--- config.mk ---
export PLATFORM = sky130hd
export DESIGN_NAME = bdmf_core
export DESIGN_NICKNAME = d
export VERILOG_FILES = /design/src/pkg/bdmf_pkg.sv /design/src/core/bdmf_core.sv
export SDC_FILE = /design/constraint.sdc
export NUM_CORES = 1
export LEC_CHECK = 0
export BUFFER_PORTS_ARGS = -buffer_cell sky130_fd_sc_hd__clkbuf_2
export CAP_MARGIN = 25
export CORE_ASPECT_RATIO = 0.5
export CORE_UTILIZATION = 40
export DETAILED_ROUTE_END_ITERATION = 16
export PLACE_DENSITY_LB_ADDON = 0.05
export SYNTH_ARGS = -nofsm -noshare
export SYNTH_HDL_FRONTEND = slang
export SYNTH_SLANG_ARGS = --single-unit
--- constraint.sdc ---
create_clock -name clk_in -period 15.1 [get_ports clk_in]
set_clock_uncertainty 0.05 [all_clocks]
set_input_delay 3.02 -clock clk_in [delete_from_list [all_inputs] [get_ports clk_in]]
set_output_delay 3.02 -clock clk_in [all_outputs]
set_load 0.1 [all_outputs]
--- src/pkg/bdmf_pkg.sv ---
// Constants, field layouts and carrier types of the banked data memory block.
// Assumes a core that issues at most one data access per clock.
package bdmf_pkg;

   // ---------------------------------------------------------------
   // Data memory map (byte addresses within one bank)
   // ---------------------------------------------------------------
   localparam logic [7:0] ADDR_IND0 = 8'h00;
   localparam logic [7:0] ADDR_PTR0 = 8'h01;
   localparam logic [7:0] ADDR_IND1 = 8'h02;
   localparam logic [7:0] ADDR_PTR1 = 8'h03;
   localparam logic [7:0] ADDR_BANK = 8'h04;
   localparam logic [7:0] ADDR_PCL = 8'h06;
   localparam logic [7:0] ADDR_TBLP = 8'h07;
   localparam logic [7:0] ADDR_TABLE_HIGH_BYTE = 8'h08;
   localparam logic [7:0] ADDR_TBHP = 8'h09;
   localparam logic [7:0] ADDR_FLAGS = 8'h0a;
   localparam logic [7:0] ADDR_EEPROM_CONTROL_REG = 8'h40;
   localparam logic [7:0] ADDR_GP_BASE = 8'h40;
   localparam logic [7:0] ADDR_LIMIT = 8'h80;
   localparam int GP_WORDS = 128;

   // ---------------------------------------------------------------
   // Field positions, masks and reset values
   // ---------------------------------------------------------------
   localparam int BANK_BIT = 0;
   localparam logic [7:0] BANK_MASK = 8'h01;
   localparam int FLAG_C = 0;
   localparam int FLAG_AC = 1;
   localparam int FLAG_Z = 2;
   localparam int FLAG_OV = 3;
   localparam int FLAG_PDF = 4;
   localparam int FLAG_TO = 5;
   localparam logic [7:0] FLAGS_SW_MASK = 8'h0f;
   localparam logic [7:0] REG_RESET = 8'h00;
   localparam logic BANK_RESET = 1'b0;

   // ---------------------------------------------------------------
   // Carrier types
   // ---------------------------------------------------------------
   typedef enum logic [1:0] {
      BDMF_OP_ADD,
      BDMF_OP_SUB,
      BDMF_OP_LOGIC,
      BDMF_OP_ROTC
   } bdmf_alu_op_type;

   typedef struct packed {
      logic rd;
      logic wr;
      logic bset;
      logic bclr;
      logic [2:0] bit_idx;
      logic [7:0] addr;
      logic [7:0] wdata;
   } bdmf_acc_req_type;

   typedef struct packed {
      logic valid;
      bdmf_alu_op_type op;
      logic [7:0] a;
      logic [7:0] b;
      logic [7:0] res;
      logic rot_left;
   } bdmf_alu_req_type;

   typedef struct packed {
      logic halt;
      logic wdt_clear;
      logic wdt_timeout;
      logic sys_reset;
      logic wdt_sleep_reset;
   } bdmf_sys_evt_type;

   typedef struct packed {
      logic valid;
      logic [15:0] word;
      logic [7:0] dest;
   } bdmf_tbl_req_type;

   typedef struct packed {
      logic [7:0] ptr0;
      logic [7:0] ptr1;
      logic bank;
      logic [7:0] tblp;
      logic [7:0] tbhp;
      logic [7:0] table_high_byte;
      logic [7:0] flags;
      logic [7:0] rdata;
      logic rvalid;
      logic pc_jump;
      logic pc_dummy;
      logic [7:0] pc_low;
      logic ee_wr;
      logic [7:0] ee_wdata;
   } bdmf_state_type;

endpackage

--- src/core/bdmf_core.sv ---
// Banked data memory, indirect addressing, bank selector, program counter low
// byte, table registers and the flag register of an 8-bit controller core.
// Assumes the core drives requests synchronously to clk_in, one per cycle.
`timescale 1ns/1ps

module bdmf_core (
   // Clock and power-up reset
   input wire logic clk_in,
   input wire logic nrst_in,
   // Core data access
   input wire bdmf_pkg::bdmf_acc_req_type acc_req_in,
   output logic [7:0] rdata_out,
   output logic rvalid_out,
   // Flag update from the arithmetic unit
   input wire bdmf_pkg::bdmf_alu_req_type alu_req_in,
   // System events
   input wire bdmf_pkg::bdmf_sys_evt_type sys_evt_in,
   // Table read
   input wire bdmf_pkg::bdmf_tbl_req_type tbl_req_in,
   output logic [7:0] tbl_ptr_low_out,
   output logic [7:0] tbl_ptr_high_out,
   // Program counter low byte
   input wire logic [7:0] pc_low_in,
   output logic pc_jump_out,
   output logic [7:0] pc_low_out,
   output logic pc_dummy_out,
   // Eeprom control register, kept outside this block
   input wire logic [7:0] ee_ctrl_rdata_in,
   output logic ee_ctrl_wr_out,
   output logic [7:0] ee_ctrl_wdata_out,
   // Status for the rest of the core
   output logic [7:0] flags_out,
   output logic bank_out
);

   // ---------------------------------------------------------------
   // State
   // ---------------------------------------------------------------
   bdmf_pkg::bdmf_state_type s_q;
   bdmf_pkg::bdmf_state_type s_d;
   logic [7:0] gp_mem [0:bdmf_pkg::GP_WORDS-1];

   logic ind_acc;
   logic null_acc;
   logic acc_bank;
   logic [7:0] acc_addr;
   logic [7:0] acc_val;
   logic acc_wen;
   logic [7:0] acc_wval;
   logic wen;
   logic wbank;
   logic [7:0] waddr;
   logic [7:0] wval;
   logic mem_we;
   logic [6:0] mem_idx;
   logic [8:0] sum9;
   logic [4:0] sum5;
   logic [7:0] sum7;
   logic [7:0] opb;
   logic cin;

   // ---------------------------------------------------------------
   // Read decode
   // ---------------------------------------------------------------
   // Special registers decode the same in both banks; only 40h and up
   // look at the bank.
   function automatic logic [7:0] read_loc(input logic bank, input logic [7:0] addr);
      logic [7:0] v;
      v = 8'h00;
      if (addr < bdmf_pkg::ADDR_GP_BASE) begin
         case (addr)
            bdmf_pkg::ADDR_PTR0: v = s_q.ptr0;
            bdmf_pkg::ADDR_PTR1: v = s_q.ptr1;
            bdmf_pkg::ADDR_BANK: v = {7'h00, s_q.bank};
            bdmf_pkg::ADDR_PCL: v = pc_low_in;
            bdmf_pkg::ADDR_TBLP: v = s_q.tblp;
            bdmf_pkg::ADDR_TBHP: v = s_q.tbhp;
            bdmf_pkg::ADDR_TABLE_HIGH_BYTE: v = s_q.table_high_byte;
            bdmf_pkg::ADDR_FLAGS: v = s_q.flags;
            default: v = 8'h00;
         endcase
      end else if (addr < bdmf_pkg::ADDR_LIMIT) begin
         // eeprom control answers only in bank 1
         if (bank && addr == bdmf_pkg::ADDR_EEPROM_CONTROL_REG) begin
            v = ee_ctrl_rdata_in;
         end else begin
            v = gp_mem[{bank, addr[5:0]}];
         end
      end
      return v;
   endfunction

   // ---------------------------------------------------------------
   // Address resolution for the core access
   // ---------------------------------------------------------------
   always_comb begin
      ind_acc = 1'b0;
      acc_bank = 1'b0;
      acc_addr = acc_req_in.addr;
      if (acc_req_in.addr == bdmf_pkg::ADDR_IND0) begin
         ind_acc = 1'b1;
         // port zero is fixed to bank 0
         acc_bank = 1'b0;
         acc_addr = s_q.ptr0;
      end else if (acc_req_in.addr == bdmf_pkg::ADDR_IND1) begin
         ind_acc = 1'b1;
         acc_bank = s_q.bank;
         acc_addr = s_q.ptr1;
      end else begin
         acc_bank = 1'b0;
      end
      // pointer aimed at a port is a null access
      null_acc = ind_acc && (acc_addr == bdmf_pkg::ADDR_IND0 ||
                             acc_addr == bdmf_pkg::ADDR_IND1);
      acc_val = null_acc ? 8'h00 : read_loc(acc_bank, acc_addr);
      acc_wval = acc_req_in.wdata;
      if (acc_req_in.bset) begin
         acc_wval = acc_val | (8'h01 << acc_req_in.bit_idx);
      end else if (acc_req_in.bclr) begin
         acc_wval = acc_val & ~(8'h01 << acc_req_in.bit_idx);
      end
      acc_wen = (acc_req_in.wr || acc_req_in.bset || acc_req_in.bclr) && !null_acc;
   end

   // ---------------------------------------------------------------
   // Write port select
   // ---------------------------------------------------------------
   // A table read owns the write port in its cycle; the core never
   // issues a data write in the same cycle as a table read.
   always_comb begin
      if (tbl_req_in.valid) begin
         // low byte to operand, direct so bank 0
         wen = 1'b1;
         wbank = 1'b0;
         waddr = tbl_req_in.dest;
         wval = tbl_req_in.word[7:0];
      end else begin
         wen = acc_wen;
         wbank = acc_bank;
         waddr = acc_addr;
         wval = acc_wval;
      end
      mem_we = wen && waddr >= bdmf_pkg::ADDR_GP_BASE && waddr < bdmf_pkg::ADDR_LIMIT &&
               !(wbank && waddr == bdmf_pkg::ADDR_EEPROM_CONTROL_REG);
      mem_idx = {wbank, waddr[5:0]};
   end

   // ---------------------------------------------------------------
   // Flag arithmetic
   // ---------------------------------------------------------------
   // Subtraction runs as a + ~b + 1, so carry out means no borrow.
   always_comb begin
      opb = (alu_req_in.op == bdmf_pkg::BDMF_OP_SUB) ? ~alu_req_in.b : alu_req_in.b;
      cin = (alu_req_in.op == bdmf_pkg::BDMF_OP_SUB);
      sum9 = {1'b0, alu_req_in.a} + {1'b0, opb} + {8'h00, cin};
      sum5 = {1'b0, alu_req_in.a[3:0]} + {1'b0, opb[3:0]} + {4'h0, cin};
      sum7 = {1'b0, alu_req_in.a[6:0]} + {1'b0, opb[6:0]} + {7'h00, cin};
   end

   // ---------------------------------------------------------------
   // Next state
   // ---------------------------------------------------------------
   always_comb begin
      s_d = s_q;
      s_d.rvalid = acc_req_in.rd;
      s_d.rdata = acc_req_in.rd ? acc_val : 8'h00;
      s_d.pc_jump = 1'b0;
      s_d.pc_dummy = s_q.pc_jump;
      s_d.ee_wr = 1'b0;

      // Register writes; bits with no storage are dropped
      if (wen) begin
         case (waddr)
            bdmf_pkg::ADDR_PTR0: s_d.ptr0 = wval;
            bdmf_pkg::ADDR_PTR1: s_d.ptr1 = wval;
            bdmf_pkg::ADDR_BANK: s_d.bank = wval[bdmf_pkg::BANK_BIT];
            bdmf_pkg::ADDR_TBLP: s_d.tblp = wval;
            bdmf_pkg::ADDR_TBHP: s_d.tbhp = wval;
            bdmf_pkg::ADDR_FLAGS: begin
               s_d.flags = (s_q.flags & ~bdmf_pkg::FLAGS_SW_MASK) |
                           (wval & bdmf_pkg::FLAGS_SW_MASK);
            end
            bdmf_pkg::ADDR_PCL: begin
               s_d.pc_jump = 1'b1;
               s_d.pc_low = wval;
            end
            bdmf_pkg::ADDR_EEPROM_CONTROL_REG: begin
               if (wbank) begin
                  s_d.ee_wr = 1'b1;
                  s_d.ee_wdata = wval;
               end
            end
            default: ;
         endcase
      end

      if (tbl_req_in.valid) begin
         s_d.table_high_byte = tbl_req_in.word[15:8];
      end

      // Arithmetic unit result wins over a software flag write
      if (alu_req_in.valid) begin
         case (alu_req_in.op)
            bdmf_pkg::BDMF_OP_ADD, bdmf_pkg::BDMF_OP_SUB: begin
               s_d.flags[bdmf_pkg::FLAG_C] = sum9[8];
               s_d.flags[bdmf_pkg::FLAG_AC] = sum5[4];
               s_d.flags[bdmf_pkg::FLAG_Z] = (sum9[7:0] == 8'h00);
               // carry in and out of bit 7 differ
               s_d.flags[bdmf_pkg::FLAG_OV] = sum7[7] ^ sum9[8];
            end
            bdmf_pkg::BDMF_OP_LOGIC: begin
               s_d.flags[bdmf_pkg::FLAG_Z] = (alu_req_in.res == 8'h00);
            end
            bdmf_pkg::BDMF_OP_ROTC: begin
               s_d.flags[bdmf_pkg::FLAG_C] = alu_req_in.rot_left ? alu_req_in.a[7] :
                                                                   alu_req_in.a[0];
            end
            default: ;
         endcase
      end

      // Clears first so that a same-cycle set wins
      // power-down and time-out flag events
      if (sys_evt_in.wdt_clear) begin
         s_d.flags[bdmf_pkg::FLAG_PDF] = 1'b0;
      end
      if (sys_evt_in.halt) begin
         s_d.flags[bdmf_pkg::FLAG_PDF] = 1'b1;
      end
      if (sys_evt_in.wdt_clear || sys_evt_in.halt) begin
         s_d.flags[bdmf_pkg::FLAG_TO] = 1'b0;
      end
      if (sys_evt_in.wdt_timeout) begin
         s_d.flags[bdmf_pkg::FLAG_TO] = 1'b1;
      end
      // bits 7 and 6 always zero
      s_d.flags[7:6] = 2'b00;

      // system reset, sleep watchdog reset keeps bank
      if (sys_evt_in.sys_reset && !sys_evt_in.wdt_sleep_reset) begin
         s_d.bank = bdmf_pkg::BANK_RESET;
      end
   end

   // ---------------------------------------------------------------
   // State registers
   // ---------------------------------------------------------------
   // Power-up clears everything, so both status flags start clear.
   always_ff @(posedge clk_in or negedge nrst_in) begin
      if (!nrst_in) begin
         s_q <= '0;
      end else begin
         s_q <= s_d;
      end
   end

   // ---------------------------------------------------------------
   // General-purpose storage
   // ---------------------------------------------------------------
   // No reset: contents are undefined after power-up, as for any RAM.
   always_ff @(posedge clk_in) begin
      if (mem_we) begin
         gp_mem[mem_idx] <= wval;
      end
   end

   // ---------------------------------------------------------------
   // Outputs
   // ---------------------------------------------------------------
   // no flag save path exists; software preserves the flags
   assign rdata_out = s_q.rdata;
   assign rvalid_out = s_q.rvalid;
   assign tbl_ptr_low_out = s_q.tblp;
   assign tbl_ptr_high_out = s_q.tbhp;
   assign pc_jump_out = s_q.pc_jump;
   assign pc_low_out = s_q.pc_low;
   assign pc_dummy_out = s_q.pc_dummy;
   assign ee_ctrl_wr_out = s_q.ee_wr;
   assign ee_ctrl_wdata_out = s_q.ee_wdata;
   assign flags_out = s_q.flags;
   assign bank_out = s_q.bank;

endmodule // bdmf_core

Yosys cells after proc, flatten, opt, wreduce, memory -nomap -nowiden
Memory sizes are Yosys's and may differ from the RTL's. Index checks and enable logic that the tools add are counted.

Bits in registers: 75. RAM bits: 1024. Output and inout port bits: 53. Logic and storage cells: 135. Memories kept: 1.

Memories: gp_mem (words 128, bits a word 8, rd ports 1, clocked after memory_dff 0, write ports 1, RTL line bdmf_core.sv:41) `logic [7:0] gp_mem [0:bdmf_pkg::GP_WORDS-1];`.

Add/sub/neg operators: 6. Magnitude comparators: 4. Eq/ne operators: 22. Shift operators: 1. Mux-type cells: 43. Bitwise operators: 6. Reduce and logical (&&, ||, !) cells: 36.

Operators with widths (number): 8-bit 2-to-1 mux (14); 8-bit case mux with 8 select lines (1); 8-bit by 3-bit == test with 1-bit output (second input constant) (6); 8-bit by 4-bit == test with 1-bit output (second input constant) (5); 8-bit by 2-bit == test with 1-bit output (second input constant) (4); 8-bit zero test (4); 9-bit 2-to-1 mux (3); 1-bit 2-to-1 mux (19); 17-bit 2-to-1 mux (1); 8-bit by 1-bit == test with 1-bit output (second input constant) (2); 8-bit by 7-bit == test with 1-bit output (second input constant) (2); 8-bit < comparator (second input constant) (2); 8-bit NOT (2); 2-bit AND reduction (8); 6-bit 2-to-1 mux (2); 3-bit nonzero test (4); 8-bit by 8-bit adder with 9-bit output (1); 9-bit by 1-bit adder with 9-bit output (1); 7-bit by 7-bit adder with 8-bit output (1); 8-bit by 1-bit adder with 8-bit output (1); 8-bit AND (1); 8-bit by 7-bit >= comparator with 1-bit output (second input constant) (1); 1-bit logical AND (8); 8-bit by 7-bit < comparator with 1-bit output (second input constant) (1); 16 further kinds (24).

Depth between registers and ports, before layout
Depth after elaboration: 18. Depth in mapped cells: 18.

Worst setup path after synthesis
OpenSTA, ideal clock, no wires.

Kind: input port to flip-flop. Start point: input port acc_req_in[9] (netlist bit). End point: memory gp_mem[0][3], data pin. Setup time: 0.815 ns. Arrival time: 8.703 ns. Data required time: 14.235 ns. Slack: 5.532 ns. Stages on the path: 13. Buffers on the path: 5. Cells stage by stage: buf_2 > clkbuf_1 > mux2_2 > a31oi_1 > buf_2 > buf_2 > clkbuf_1 > o21ai_0 > o211ai_1 > o2111ai_1 > a31oi_1 > nor4_2 > nor2_1.

Longest elaborated chain between the ends: 13. Elaborated cells between the ends (all ways): 35. Classes of those cells: order compare: 2; eq/ne: 11; mux: 14; bitwise: 2; reduce/logical: 5; memory: 1.

Ends and longest elaborated chain: from (decl) (RTL line bdmf_core.sv:11) `input wire bdmf_pkg::bdmf_acc_req_type acc_req_in,`; branches (longest 8 deep; another with memory 128 x 8 bit); 8-bit 2-to-1 mux (*) (RTL line bdmf_core.sv:115) `acc_val = null_acc ? 8'h00 : read_loc(acc_bank, acc_addr);`; 8-bit AND (RTL line bdmf_core.sv:120) `acc_wval = acc_val & ~(8'h01 << acc_req_in.bit_idx);`; 8-bit 2-to-1 mux (RTL line bdmf_core.sv:119) `end else if (acc_req_in.bclr) begin`; 8-bit 2-to-1 mux (*) (RTL line bdmf_core.sv:117) `if (acc_req_in.bset) begin`; 8-bit 2-to-1 mux (*) (RTL line bdmf_core.sv:131) `if (tbl_req_in.valid) begin`; via wval[3] (RTL line bdmf_core.sv:53) `logic [7:0] wval;`; to (decl) (RTL line bdmf_core.sv:41).

Mark *: on every way through the listed nets, which the timed path passes.

Worst setup path after layout
Start point: input port acc_req_in[9] (netlist bit). End point: memory gp_mem[28][6], data pin.

The elaborated chain is that of the path after synthesis.

==> summary.md <==
| Metric | Value |
|---|---|
| Maxcap violations | `0` |
| Clk pin slew, worst setup/hold paths | `about 70 ps` |
| Sequential area share after synthesis | `62.1%` |
| Cell Count, Final, Fillers Out | `roughly 6000` |
| Pleak | `between 15 and 20 nW` |
| Clk Latency, worst-skew pair | `approximately 750 ps` |
| CP arrival | `a little over 10000 ps` |
| Vias in the first global route | `roughly 38000` |
| Post-synth EDFFs | `approximately 1000` |
| Clock sink total | `roughly 1100` |
| Synth Cell Area | `~53000 sq um` |
| Grt ovf | `0` |
| CTS root buffer | `clkbuf_16` |
| Worst IR Drop VDD | `0.0000866 V` |
| Cells after Synth | `between 4000 and 5000` |
| Synth top area share | `between 50% and 60%` |
| Fmax | `about 100 MHz` |
| Clk buf depth | `3` |
| Cells after DPL | `a little under 6000` |
| H-tree depth | `3` |
| Distinct cells, synth | `94` |
| Chip Height | `258 um` |
| Final Hold Viols | `0` |
| Final Max Slew Viols | `0` |
| Hold Buf Count CTS | `0` |
| Initial antenna violation count | `14` |
| Least-Margin Pin Slew | `between 1000 and 1500 ps` |
| Initial Util | `40.6%` |
| Main synth FF type | `edfxtp_1` |
| Remaining antenna violation count | `0` |
| Largest net degree at the start of global routing | `218` |
| Remaining DRCs | `0` |
| Synth warnings | `0` |
| Final setup TNS | `0 ps` |
| #FFs+latches synth | `approximately 1100` |
| Crit Path Category | `input port to register` |
| Rows | `93` |
| Post-cts sizing count | `0` |
| First-pass DRT Iterations | `5` |
| GP Congestion | `around 0.94` |
| CP max FO | `96` |
| Worst Hold Class | `register to register` |
| Synth-to-Final Area Change | `12.3%` |
| Port buffer count | `149` |
| Post-DP Area | `roughly 55000 sq um` |
| Vias | `41400` |
| First-pass GRT wire length | `~300 mm` |
| Total Routing Usage GR | `between 30% and 40%` |
| WL final | `between 200 and 250 mm` |
| DR iter-0 viols | `a little over 6000` |
| Ys async rst share | `6.82%` |
| TritonCTS buffer count | `104` |
| CTS tree | `done` |
| Largest area contributor in the netlist | `edfxtp_1` |
| Share of layout cells above drive strength 1 | `between 10% and 20%` |
| Largest cells by area after synthesis | `edfxtp_1 58%, dfrtp_1 3.6%, nor2_1 2.4%` |
| Worst Setup End Kind | `register` |
| Post-CTS setup buffer count | `0` |
| Crit start category | `input port` |
| Core area | `130000 sq um` |
| Top Ports | `between 150 and 200` |
| Fin crit share | `66.1%` |
| Routed wire per std cell | `34.9 um` |
| Slew headroom | `13.9%` |
| Die area | `133000 sq um` |
| Chip width | `515 um` |
| Post-route cell area | `between 50000 and 60000 sq um` |
| Unrepaired setup endpoints after global routing | `no` |
| Detail-routed via count per cell | `6.72` |
| Count of final setup violators | `0` |
| Syn Area/Cell | `around 12 sq um` |
| Crit path required time | `about 15000 ps` |
| Final Critical Period | `roughly 10000 ps` |
| Status | `completed` |
| Power Density | `118 nW/um^2` |
| Dpl hpwl | `between 100 and 150 mm` |
| Final #Nets | `between 4000 and 5000` |
## flip-flops by register name, indices dropped and copies added (netlist names)
name,cells
gp_mem,1024
tbl_ptr_high_out,8
bank_out,1
pc_dummy_out,1
flags_out,6
ee_ctrl_wr_out,1
pc_jump_out,1
s_q,24
ee_ctrl_wdata_out,8
rdata_out,8
rvalid_out,1
tbl_ptr_low_out,8
pc_low_out,8
## critical path, stage by stage
cell and delay, ps:
buf_8 310, buf_4 820, mux2i_1 480, o41a_2 460
buf_4 380, buf_4 660, o221ai_1 250, a211o_1 340
a31oi_1 340, o32ai_1 130, and4bb_1 640, o211ai_1 260
a32oi_4 1060, buf_4 860
## power breakdown
group	switching, W	internal [W]
clock	0.00123	0.00153
sequential	0.0000279	0.00340
combinational	0.000613	0.000185
total	0.00188	0.00512
## cells in the mapped netlist (12+ instances only)
cell type and n:
mux4_2 30, o221ai_1 106, and3_1 74, dfrtp_1 75, a311oi_1 52, nor3b_1 54
a32oi_1 59, or4b_2 12, clkbuf_1 203, o31ai_1 19, nand3b_1 58, nand4_1 13
buf_4 64, nor2b_1 62, nand2b_1 12, o2111ai_1 13, o21ai_0 140, nor3_1 133
a211oi_1 93, buf_1 67, o32ai_1 27, edfxtp_1 1024, o22ai_1 120, buf_2 109
a2111oi_0 44, o31a_1 16, a221oi_1 21, a311o_1 15, nor4b_1 46, o211ai_1 87
nor2_1 333, a21o_1 14, a21oi_1 209, a31oi_1 63, o22a_1 22, nor4_1 17
a22oi_1 17, o311ai_0 44, mux2i_1 73, inv_1 58, mux2_2 42, or3_1 12
nand2_1 285, nand3_1 102
## path summary, 6_finish.rpt
kind	startpoint	endpoint	slack, ps	cells after the start
setup / recovery	acc_req_in[9]	gp_mem[28][6]	5120	14
hold / removal	pc_jump_out	pc_dummy_out	350	0
setup reg to reg	s_q[62]	gp_mem[28][6]	7060	14
hold reg to reg	pc_jump_out	pc_dummy_out	350	0
max in group asynchronous	nrst_in	s_q[70]	12240	2
min in group asynchronous	nrst_in	pc_low_out[3]	2170	1
## stage by stage
step	power, W	worst slack (ps)	hold WS (ps)	util (%)
after global routing	0.00716	4980	362	45.6
after CTS	0.00700	5370	340	45.5
after global placement	0.00426	4530	336	42.4
after floorplan	0.00396	5530	400	-
final	0.00700	5120	348	45.6
after detailed placement	0.00427	4540	324	42.8
## cells by family (layout without fill, tap and decap cells)
group           count (synthesis)  after routing  synth area share [%]
compound gates               1268           1268                  17.4
xor+xnor                       12             12                 0.200
fa+ha+maj                       8              8                 0.205
buf+inv                       511            617                  4.49
flops                        1099           1099                  62.1
mux                           145            145                  3.57
other cells                     1             14               0.00713
simple gates                 1250           1250                  12.1
## cells in the final DEF (no fill, tap or decap), types with 26 or more instances in the layout
| master | synthesis | routed |
|---|---|---|
| edfxtp_1 | 1024 | 1024 |
| nor2_1 | 333 | 325 |
| nand2_1 | 285 | 282 |
| a21oi_1 | 209 | 208 |
| buf_4 | 64 | 169 |
| clkbuf_2 | 0 | 146 |
| o21ai_0 | 140 | 140 |
| nor3_1 | 133 | 133 |
| o22ai_1 | 120 | 119 |
| o221ai_1 | 106 | 106 |
| clkbuf_16 | 0 | 106 |
| nand3_1 | 102 | 101 |
| a211oi_1 | 93 | 93 |
| o211ai_1 | 87 | 87 |
| and3_1 | 74 | 74 |
| dfrtp_1 | 75 | 73 |
| mux2i_1 | 73 | 72 |
| nor2b_1 | 62 | 61 |
| a31oi_1 | 63 | 61 |
| a32oi_1 | 59 | 59 |
| nand3b_1 | 58 | 58 |
| inv_1 | 58 | 55 |
| nor3b_1 | 54 | 54 |
| a311oi_1 | 52 | 52 |
| nor4b_1 | 46 | 46 |
| o311ai_0 | 44 | 44 |
| a2111oi_0 | 44 | 43 |
| mux2_2 | 42 | 42 |
| buf_6 | 9 | 36 |
| mux4_2 | 30 | 30 |
| o32ai_1 | 27 | 26 |
## routing by layer
metal  wire, um  GRT usage [%]  up-vias
met3      24600           8.21      433
li1           -              -    17200
met5         58              0        -
met2      91800           46.3     2580
met1      91300           45.7    21300
met4       7320           10.2        8
## cell type report
| cell class | count | area, sq um |
|---|---|---|
| Sequential cell | 1099 | 32600 |
| Inverter | 59 | 229 |
| Clock inverter | 70 | 747 |
| Clock buffer | 121 | 2720 |
| Fill cell | 11600 | 70500 |
| Timing Repair Buffer | 367 | 2610 |
| Tap cell | 1757 | 2200 |
| Multi-Input combinational cell | 2693 | 17900 |
| Antenna cell | 4 | 10.0 |
Power figures use the tool's default switching activity.
